**src/inc/cpl_params_params.svh**
```systemverilog
// Register offsets, field positions, reset values and timing figures of the charger pin logic.
`ifndef CPL_PARAMS_PARAMS_SVH
`define CPL_PARAMS_PARAMS_SVH

// ****************************************
// Register offsets
// ****************************************
`define CPL_ADDR_INPUT_SOURCE 3'h0
`define CPL_ADDR_CONTROL_1    3'h1
`define CPL_ADDR_INT_STATUS   3'h2
`define CPL_ADDR_INT_MASK     3'h3
`define CPL_ADDR_SHIP_CTRL    3'h4
`define CPL_ADDR_STATE        3'h5

// ****************************************
// Field positions and codes
// ****************************************
`define CPL_LIM_HI       2
`define CPL_LIM_LO       0
`define CPL_BOOST_BIT    5
`define CPL_CFG_HI       5
`define CPL_CFG_LO       4
`define CPL_CFG_CHARGE   2'h1
`define CPL_SHIP_REQ_BIT 0
`define CPL_LIM_100MA    3'h0
`define CPL_LIM_500MA    3'h2
`define CPL_INT_CHG      0
`define CPL_INT_FAULT    1
`define CPL_INT_SHIP     2
`define CPL_INT_RESET    3
`define CPL_INT_BITS     4

// ****************************************
// Reset values
// ****************************************
`define CPL_RST_INPUT_SOURCE 8'h02
`define CPL_RST_CONTROL_1    8'h10
`define CPL_RST_INT_MASK     4'hF

// ****************************************
// Timing figures
// ****************************************
`define CPL_CLK_HZ                50000000
`define CPL_IRQ_PULSE_US          256
`define CPL_BLINK_HZ              1
`define CPL_SHIP_EXIT_DEGLITCH_MS 100
`define CPL_SYSTEM_RESET_HOLD_MS  10000
`define CPL_BATTERY_SWITCH_OFF_MS 500

`endif

```
**src/inc/cpl_pkg.sv**
```systemverilog
// Types shared by the charger pin logic.
package cpl_pkg;

  // Battery switch sequencing states.
  typedef enum logic [1:0] {
    CPL_RUN       = 2'b00,
    CPL_SHIP      = 2'b01,
    CPL_RESET_OFF = 2'b10
  } cpl_ship_state_type;

endpackage

```
**src/design/cpl_low_hold_timer.sv**
```systemverilog
// Counter that reports once when an active-low input has stayed low for a set number of cycles.
`timescale 1ns/1ns
module cpl_low_hold_timer
  import cpl_pkg::*;
#(
  parameter int unsigned HOLD_CYCLES = 5000000
) (
  input  wire logic mclk,
  input  wire logic rst_n,
  input  wire logic clk_en,
  input  wire logic level_n,
  output logic      hold_done
);

  localparam int unsigned CW = $clog2(HOLD_CYCLES + 1);

  logic [CW-1:0] cnt;
  logic [CW-1:0] next_cnt;
  logic          next_hold_done;

  // ****************************************
  // Hold counter
  // ****************************************
  // The count saturates so one long press gives one report, and any high sample restarts it.
  always_comb begin
    next_cnt       = cnt;
    next_hold_done = 1'b0;
    if (level_n) begin
      next_cnt = '0;
    end else if (cnt != CW'(HOLD_CYCLES)) begin
      next_cnt       = cnt + CW'(1);
      next_hold_done = (cnt == CW'(HOLD_CYCLES - 1));
    end
  end

  // The count freezes while the clock enable is low; the report is cleared.
  always_ff @(posedge mclk or negedge rst_n) begin
    if (!rst_n) begin
      cnt       <= '0;
      hold_done <= 1'b0;
    end else if (clk_en) begin
      cnt       <= next_cnt;
      hold_done <= next_hold_done;
    end else begin
      hold_done <= 1'b0;
    end
  end

endmodule

```
**src/design/cpl_charger_pins.sv**
```systemverilog
// Pin control, register port and status outputs of the single-cell charger.
`timescale 1ns/1ns
// What this block does
// - Source select high means USB host port, low means wall adapter.
// - Input-good pin pulled low only while input is valid and limit above 30 mA.
// - Charge-status pin low while charging, released when done or disabled.
// - Any fault makes the charge-status pin blink at 1 Hz.
// - Status change or fault emits one 256 us low pulse on interrupt pin.
// - Buck with USB host: limit 500 mA if boost pin high, else 100 mA.
// - Boost mode only when control bit 5 set and boost pin high.
// - Charging only when control bits 5:4 equal 01 and enable pin low.
// - Effective input limit is the lower of the pin-derived (USB host or resistor) and register limits.
// - Resistor-derived limit is never below 500 mA.
// - Thermistor out of range suspends charging and disables boost.
// - Ship-exit pin low past deglitch time turns battery switch on.
// - Without input, long ship-exit press turns switch off for off time.
`include "cpl_params_params.svh"
module cpl_charger_pins
  import cpl_pkg::*;
#(
  parameter int unsigned IRQ_PULSE_CYCLES  = (`CPL_CLK_HZ / 1000000) * `CPL_IRQ_PULSE_US,
  parameter int unsigned BLINK_HALF_CYCLES = `CPL_CLK_HZ / (2 * `CPL_BLINK_HZ),
  parameter int unsigned DEGLITCH_CYCLES   = (`CPL_CLK_HZ / 1000) * `CPL_SHIP_EXIT_DEGLITCH_MS,
  parameter int unsigned RESET_HOLD_CYCLES = (`CPL_CLK_HZ / 1000) * `CPL_SYSTEM_RESET_HOLD_MS,
  parameter int unsigned RESET_OFF_CYCLES  = (`CPL_CLK_HZ / 1000) * `CPL_BATTERY_SWITCH_OFF_MS
) (
  input  wire logic       mclk,
  input  wire logic       rst_n,
  input  wire logic       clk_en,
  input  wire logic [2:0] reg_addr,
  input  wire logic [7:0] reg_wdata,
  input  wire logic       reg_write,
  input  wire logic       reg_read,
  output logic      [7:0] reg_rdata,
  input  wire logic       source_is_usb_host,
  input  wire logic       boost_request_pin,
  input  wire logic       charge_enable_n,
  input  wire logic [2:0] input_limit_resistor_pin,
  input  wire logic       input_in_window,
  input  wire logic       input_above_sleep,
  input  wire logic       input_present,
  input  wire logic       thermistor_sense_fault,
  input  wire logic       charge_complete,
  input  wire logic       fault_present,
  input  wire logic       ship_exit_button_n,
  output logic            input_good_n_oe,
  output logic            charge_status_n_oe,
  output logic            interrupt_n_oe,
  output logic            irq,
  output logic            charge_enable,
  output logic            boost_enable,
  output logic      [2:0] input_current_limit,
  output logic            battery_switch_on
);

  localparam int unsigned PW = $clog2(IRQ_PULSE_CYCLES + 1);
  localparam int unsigned BW = $clog2(BLINK_HALF_CYCLES + 1);
  localparam int unsigned OW = $clog2(RESET_OFF_CYCLES + 1);

  // ****************************************
  // Register file
  // ****************************************
  logic [7:0]              input_source_register;
  logic [7:0]              control_register_1;
  logic [`CPL_INT_BITS-1:0] int_status;
  logic [`CPL_INT_BITS-1:0] int_mask;
  logic [7:0]              next_src;
  logic [7:0]              next_ctl1;
  logic [`CPL_INT_BITS-1:0] next_status;
  logic [`CPL_INT_BITS-1:0] next_mask;
  logic [`CPL_INT_BITS-1:0] events;
  logic [7:0]              next_rdata;
  logic                    next_irq;
  logic                    ship_req;
  cpl_ship_state_type      ship_state;
  logic [PW-1:0]           pulse_cnt;
  logic                    blink_phase;
  logic                    exit_done;
  logic                    hold_done;

  // Writes store, a status read returns the flags and clears them, and a new event wins over that clear.
  always_comb begin
    next_src    = input_source_register;
    next_ctl1   = control_register_1;
    next_mask   = int_mask;
    next_status = int_status;
    ship_req    = 1'b0;
    next_rdata  = 8'h00;
    if (reg_write) begin
      unique case (reg_addr)
        `CPL_ADDR_INPUT_SOURCE: next_src  = reg_wdata;
        `CPL_ADDR_CONTROL_1:    next_ctl1 = reg_wdata;
        `CPL_ADDR_INT_MASK:     next_mask = reg_wdata[`CPL_INT_BITS-1:0];
        `CPL_ADDR_SHIP_CTRL:    ship_req  = reg_wdata[`CPL_SHIP_REQ_BIT];
        default:                ship_req  = 1'b0;
      endcase
    end
    if (reg_read) begin
      unique case (reg_addr)
        `CPL_ADDR_INPUT_SOURCE: next_rdata = input_source_register;
        `CPL_ADDR_CONTROL_1:    next_rdata = control_register_1;
        `CPL_ADDR_INT_STATUS:   next_rdata = {4'h0, int_status};
        `CPL_ADDR_INT_MASK:     next_rdata = {4'h0, int_mask};
        `CPL_ADDR_STATE:        next_rdata = {1'b0, boost_enable, charge_enable, charge_status_n_oe,
                                              input_good_n_oe, battery_switch_on, ship_state};
        default:                next_rdata = 8'h00;
      endcase
      if (reg_addr == `CPL_ADDR_INT_STATUS) begin
        next_status = '0;
      end
    end
    next_status = next_status | events;
    next_irq    = |(next_status & next_mask);
  end

  // Register stage; all state freezes while the clock enable is low.
  always_ff @(posedge mclk or negedge rst_n) begin
    if (!rst_n) begin
      input_source_register <= `CPL_RST_INPUT_SOURCE;
      control_register_1    <= `CPL_RST_CONTROL_1;
      int_status            <= '0;
      int_mask              <= `CPL_RST_INT_MASK;
      reg_rdata             <= 8'h00;
      irq                   <= 1'b0;
    end else if (clk_en) begin
      input_source_register <= next_src;
      control_register_1    <= next_ctl1;
      int_status            <= next_status;
      int_mask              <= next_mask;
      reg_rdata             <= next_rdata;
      irq                   <= next_irq;
    end
  end

  // ****************************************
  // Mode, limit and indicator logic
  // ****************************************
  logic       next_charge;
  logic       next_boost;
  logic       next_good;
  logic       next_charging;
  logic [2:0] pin_limit;
  logic [2:0] next_limit;
  logic       prev_charging;
  logic       prev_good;
  logic       prev_fault;

  // Mode gating, input limit selection and the change events that feed the interrupt logic.
  always_comb begin
    next_boost = control_register_1[`CPL_BOOST_BIT] && boost_request_pin
                 && !thermistor_sense_fault;
    next_charge = (control_register_1[`CPL_CFG_HI:`CPL_CFG_LO] == `CPL_CFG_CHARGE)
                  && !charge_enable_n && !thermistor_sense_fault;
    if (source_is_usb_host && !next_boost) begin
      pin_limit = boost_request_pin ? `CPL_LIM_500MA : `CPL_LIM_100MA;
    end else if (input_limit_resistor_pin < `CPL_LIM_500MA) begin
      pin_limit = `CPL_LIM_500MA;
    end else begin
      pin_limit = input_limit_resistor_pin;
    end
    // Every limit code lies above 30 mA, so the limit term of input-good is always met.
    next_limit = (pin_limit < input_source_register[`CPL_LIM_HI:`CPL_LIM_LO]) ? pin_limit
                 : input_source_register[`CPL_LIM_HI:`CPL_LIM_LO];
    next_good     = input_in_window && input_above_sleep && !next_boost;
    next_charging = next_charge && !charge_complete;
    events = '0;
    events[`CPL_INT_CHG]   = (next_charging != prev_charging) || (next_good != prev_good);
    events[`CPL_INT_FAULT] = fault_present && !prev_fault;
    events[`CPL_INT_SHIP]  = (ship_state == CPL_SHIP) && exit_done;
    events[`CPL_INT_RESET] = (ship_state == CPL_RUN) && hold_done && !input_present;
  end

  // Mode outputs and the previous values used for change detection.
  always_ff @(posedge mclk or negedge rst_n) begin
    if (!rst_n) begin
      charge_enable       <= 1'b0;
      boost_enable        <= 1'b0;
      input_current_limit <= `CPL_LIM_100MA;
      input_good_n_oe     <= 1'b0;
      prev_charging       <= 1'b0;
      prev_good           <= 1'b0;
      prev_fault          <= 1'b0;
    end else if (clk_en) begin
      charge_enable       <= next_charge;
      boost_enable        <= next_boost;
      input_current_limit <= next_limit;
      input_good_n_oe     <= next_good;
      prev_charging       <= next_charging;
      prev_good           <= next_good;
      prev_fault          <= fault_present;
    end
  end

  // ****************************************
  // Interrupt pulse and fault blink
  // ****************************************
  logic [PW-1:0] next_pulse_cnt;
  logic [BW-1:0] blink_cnt;
  logic [BW-1:0] next_blink_cnt;
  logic          next_blink_phase;
  logic          next_status_oe;

  // One pulse per burst: events during a running pulse are kept in the status flags, not extended.
  always_comb begin
    next_pulse_cnt = pulse_cnt;
    if (pulse_cnt != '0) begin
      next_pulse_cnt = pulse_cnt - PW'(1);
    end else if (|events) begin
      next_pulse_cnt = PW'(IRQ_PULSE_CYCLES);
    end
    next_blink_cnt   = BW'(BLINK_HALF_CYCLES - 1); // Parked one step before a flip, so a fault opens a full half.
    next_blink_phase = 1'b0;
    if (fault_present) begin
      next_blink_phase = blink_phase;
      next_blink_cnt   = blink_cnt + BW'(1);
      if (blink_cnt == BW'(BLINK_HALF_CYCLES - 1)) begin
        next_blink_cnt   = '0;
        next_blink_phase = !blink_phase;
      end
    end
    next_status_oe = fault_present ? next_blink_phase : next_charging;
  end

  // Pulse and blink registers.
  always_ff @(posedge mclk or negedge rst_n) begin
    if (!rst_n) begin
      pulse_cnt          <= '0;
      interrupt_n_oe     <= 1'b0;
      blink_cnt          <= BW'(BLINK_HALF_CYCLES - 1);
      blink_phase        <= 1'b0;
      charge_status_n_oe <= 1'b0;
    end else if (clk_en) begin
      pulse_cnt          <= next_pulse_cnt;
      interrupt_n_oe     <= (next_pulse_cnt != '0);
      blink_cnt          <= next_blink_cnt;
      blink_phase        <= next_blink_phase;
      charge_status_n_oe <= next_status_oe;
    end
  end

  // ****************************************
  // Ship mode and system reset
  // ****************************************
  cpl_ship_state_type next_ship_state;
  logic [OW-1:0]      off_cnt;
  logic [OW-1:0]      next_off_cnt;

  // Short press leaves shipping mode; a long press is only acted on without input power.
  cpl_low_hold_timer #(.HOLD_CYCLES(DEGLITCH_CYCLES)) u_exit_deglitch (
    .mclk      (mclk),
    .rst_n     (rst_n),
    .clk_en    (clk_en),
    .level_n   (ship_exit_button_n),
    .hold_done (exit_done)
  );

  cpl_low_hold_timer #(.HOLD_CYCLES(RESET_HOLD_CYCLES)) u_reset_hold (
    .mclk      (mclk),
    .rst_n     (rst_n),
    .clk_en    (clk_en),
    .level_n   (ship_exit_button_n),
    .hold_done (hold_done)
  );

  // Battery switch sequencing.
  always_comb begin
    next_ship_state = ship_state;
    next_off_cnt    = '0;
    unique case (ship_state)
      CPL_RUN: begin
        if (ship_req) begin
          next_ship_state = CPL_SHIP;
        end else if (hold_done && !input_present) begin
          next_ship_state = CPL_RESET_OFF;
        end
      end
      CPL_SHIP: begin
        if (exit_done) begin
          next_ship_state = CPL_RUN;
        end
      end
      CPL_RESET_OFF: begin
        next_off_cnt = off_cnt + OW'(1);
        if (off_cnt == OW'(RESET_OFF_CYCLES - 1)) begin
          next_ship_state = CPL_RUN;
          next_off_cnt    = '0;
        end
      end
      default: next_ship_state = CPL_RUN;
    endcase
  end

  // Sequencer registers.
  always_ff @(posedge mclk or negedge rst_n) begin
    if (!rst_n) begin
      ship_state        <= CPL_RUN;
      off_cnt           <= '0;
      battery_switch_on <= 1'b1;
    end else if (clk_en) begin
      ship_state        <= next_ship_state;
      off_cnt           <= next_off_cnt;
      battery_switch_on <= (next_ship_state == CPL_RUN);
    end
  end
endmodule

```
**config.mk**
```make
export PLATFORM = sky130hd
export DESIGN_NAME = cpl_charger_pins
export DESIGN_NICKNAME = d
export VERILOG_FILES = /design/src/inc/cpl_pkg.sv /design/src/design/cpl_low_hold_timer.sv /design/src/design/cpl_charger_pins.sv
export VERILOG_INCLUDE_DIRS = /design/src /design/src/inc
export SDC_FILE = /design/constraint.sdc
export NUM_CORES = 1
export LEC_CHECK = 0
export BUFFER_PORTS_ARGS = -buffer_cell sky130_fd_sc_hd__buf_2
export CAP_MARGIN = 40
export CORE_ASPECT_RATIO = 0.5
export CORE_UTILIZATION = 45
export CTS_CLUSTER_SIZE = 20
export DETAILED_ROUTE_END_ITERATION = 16
export HOLD_SLACK_MARGIN = 0.03
export PLACE_DENSITY = 0.65
export SLEW_MARGIN = 30
export SYNTH_ARGS = -nofsm -noshare
export SYNTH_HDL_FRONTEND = slang
export SYNTH_SLANG_ARGS = --single-unit
```
**constraint.sdc**
```tcl
create_clock -name mclk -period 2.2 [get_ports mclk]
set_input_delay 0.11 -clock mclk [delete_from_list [all_inputs] [get_ports mclk]]
set_output_delay 0.11 -clock mclk [all_outputs]
set_load 0.1 [all_outputs]
```
==> results.txt <==
The Yosys step of the flow raised 0 warnings. The tools report the post-detailed-route DRC marker count as 0. For the post-route non-filler standard cell count, the log shows 1357. The wire length per cell works out to 15.8 microns. Number of clock sinks: 165. During I/O placement, the number of pins put on the boundary was 47.

Along the worst hold path, the cell count comes to 2. At the pin with the least slew margin, the transition time is 0.743 ns. The global-route usage over all layers is 0.214.

The worst setup path is captured at a flop. The checks that failed: negative setup slack. The number of endpoints failing setup at the final stage was 1; the async set-reset flop share out of synthesis was 1.00.

The hold violation total from the final report is 0, and the clock skew after layout is 0.00963 ns. Static timing analysis puts the maximum clock frequency at 434 MHz. The leakage power is 4.59 nW.

In this run the cell area of the synthesized design comes to 9060 sq um. The slowest stage of the critical path belongs to the cell or4_4. The synthesized area per cell was 9.31 sq um; the global placer's final weighted congestion was 0.856. The relative max-transition margin came out at 0.505. Leaving out fill and tap cells, the most frequent cell in the layout is dfrtp_1.

On the worst path, the slowest cell contributes a delay of 0.54 ns. Clock latency on the worst-skew pair, taken at its later pin, is 0.43 ns. The area growth from synthesis to layout is 19.4%. The number of inserted diodes is 0. From bottom edge to top edge, the die measures 102 microns. Setup repair after global routing could not meet its margin everywhere. The worst setup path is of the reg2reg kind. The total vias in the final route came out at 7637. The setup slack of the most critical reg-to-reg path is -0.11 ns. Counting cells, the worst reg-to-reg path comes to 6.

Summed over all layers, the global routing overflow is 0. The largest driver fanout on the critical path was 2. STA classifies the critical path startpoint as a flop. The post-route clock period utilization was 1.05; the die extent in x was 203 microns. The logs give 0.462 for the initial cell density of the core and 412 for the initial DRC count. TritonCTS built the clock tree.

Leading register cell type out of synthesis: dfrtp_1. The number of standard cells after synthesis was 973. In the layout the commonest cells are 141 x dfrtp_1, 90 x nor2_1, 83 x o21ai_0. The critical path goes through or4_4, or3_4, nor4_4, mux2i_1, nand3_1, o32a_1.

The run finished, with violations left. The total power of the final layout came out at 0.00982 W. In this run the worst hold path is classified as in2reg. In this run the deepest clock path goes through 2 buffers.

The tools report the arrival time at the worst endpoint as 2.61 ns. The startpoint identified for the worst register-to-register timing path is pulse_cnt[7]. The first TritonRoute pass finished after 5 iterations. Power spread over the standard cell area amounts to 908 nW/um^2.

For the number of antenna violations at the first check in global routing, the log shows 0. The largest vdd supply drop was 0.520 mV. The share of final-layout standard cells stronger than drive strength 1 is 0.207.

The worst hold path terminates at blink_cnt[2]. The region available for standard cell placement spans 19600 sq um. The count of final max-slew check failures is 0.

The clock-pin slew reported for the worst setup and hold paths after clock tree synthesis is 0.07 ns, and the maximum level of the CTS H-tree is 4. The number of clock buffers added by TritonCTS is 17. The clock tree root buffer cell was clkbuf_16. The startpoint of the tightest hold check path was fault_present. The logs give 1117 for the number of nets at the end of the flow and -0.106 ns for the least setup slack across all paths after layout. The post-route minimum period came out at 2.31 ns.

The wire-length estimate of the detail-placed layout is 14800 microns. The tools report the number of inserted filler cells in the final layout as 1742. The max-cap check violation count was 0; the number of placed instances, taps included was 1307. The number of port buffers is 46.

In this run, synthesis produced a sequential element count of 165. The maximum number of pins on one net before global-route repair was 78; the number of global-route vias before repair was 7226. Once detail routing completed, the nets flagged for antenna violations numbered 0. The logs give -0.0654 ns for the worst slack at placement and 36 for the placement row count. The tools report the number of distinct library cell variants in the gate-level netlist after synthesis as 62. The final core area utilization is 0.552. The first global-routing pass estimated 36000 microns of wire.

The endpoint identified for the worst register-to-register timing path is interrupt_n_oe. Yosys mapped a number of flops with a built-in enable equal to 0. The part of the Yosys area used for sequential elements is 0.459, and the die area is 20700 sq um.

On the final layout, the worst hold slack is 0.0960 ns. After detailed routing, the number of vias per cell comes to 5.63. Data on the critical path is required at its endpoint by 2.51 ns. The net count of the mapped netlist was 1012; the post-detailed-routing wire length was 21500 microns.
cell type report:
| type | count | area (sq um) | area share |
|---|---|---|---|
| flip-flops and latches | 165 | 4160 | 0.385 |
| inverters | 36 | 135 | 0.0125 |
| well taps | 266 | 333 | 0.0308 |
| clock inverters | 14 | 155 | 0.0143 |
| repair buffers | 128 | 925 | 0.0855 |
| multi-input cells | 730 | 4670 | 0.432 |
| clock buffers | 18 | 439 | 0.0406 |
critical path, delay by kind of cell (launching register included):
family,cells,cell delay [ns]
mux,1,0.30
compound gates,1,0.30
simple gates,4,1.21
flops,1,0.38
per-layer routing:
metal  wire (microns)  up-vias  global-route usage
li1                 -     3766                   -
met2            10300      106               0.350
met5                0        -                   0
met1            10400     3746               0.296
met4              214        0              0.0607
met3              589       19              0.0360
worst max path at each step:
stage            startpoint  cells after the start              to
2_1_floorplan  pulse_cnt[2]                      7  interrupt_n_oe
3_3_place_gp   pulse_cnt[7]                      6  interrupt_n_oe
3_5_place_dp   pulse_cnt[7]                      6  interrupt_n_oe
4_1_cts        pulse_cnt[9]                      6  interrupt_n_oe
5_1_grt        pulse_cnt[7]                      6  interrupt_n_oe
6_report       pulse_cnt[7]                      6  interrupt_n_oe
cells by family (layout without fill, tap and decap cells):
family,Yosys count,in the layout,share of synthesized area
simple gates,400,400,0.233
fa+ha+maj,10,10,0.0138
compound gates,228,228,0.162
mux,43,43,0.0507
xor+xnor,49,49,0.0474
buf+inv,78,196,0.0333
flops,165,165,0.459
registers in the layout, summed over array words and instances, names as in the netlist, 4 cells and up:
name,count
blink_cnt,25
input_source_register,8
u_reset_hold.cnt,29
off_cnt,25
int_mask,4
int_status,4
u_exit_deglitch.cnt,23
pulse_cnt,14
control_register_1,8
reg_rdata,8
stage by stage:
| step | TNS (ns) | instance area [sq um] |
|---|---|---|
| global route | -0.605 | 10800 |
| floorplan | -0.0524 | 9070 |
| global placement | -0.0111 | 9990 |
| finish | -0.106 | 10800 |
| detailed placement | -0.0696 | 9990 |
| CTS | -0.0756 | 10700 |
cells in the mapped netlist (all sizes together), types with 13 or more instances:
| cell type | instances | area, sq um |
|---|---|---|
| dfstp | 24 | 631 |
| a22o | 18 | 158 |
| mux2 | 23 | 259 |
| a21oi | 46 | 230 |
| xor2 | 21 | 184 |
| nand2 | 77 | 289 |
| nor2 | 93 | 352 |
| inv | 36 | 135 |
| and3 | 20 | 125 |
| o2bb2ai | 13 | 114 |
| nor3 | 34 | 185 |
| o21ai | 84 | 420 |
| mux2i | 20 | 200 |
| or3 | 18 | 123 |
| nand4 | 25 | 156 |
| xnor2 | 28 | 245 |
| nand3 | 51 | 255 |
| clkbuf | 30 | 113 |
| dfrtp | 141 | 3530 |
| nor4 | 17 | 119 |
power by group:
| group | switching (W) | internal [W] | leakage (nW) |
|---|---|---|---|
| registers | 0.000483 | 0.00361 | 2.12 |
| clock network | 0.00140 | 0.00165 | 0.290 |
| logic | 0.00157 | 0.00110 | 2.18 |
| total | 0.00345 | 0.00636 | 4.59 |
timing repair:
action                                  CTS  global route
resized for setup                         2            14
setup buffers                             0             4
pin swaps                                 2             5
hold buffers                             13             1
endpoints found under the setup margin    3            36
endpoints found under the hold margin   141             1
(Power assumes the default switching activity.)
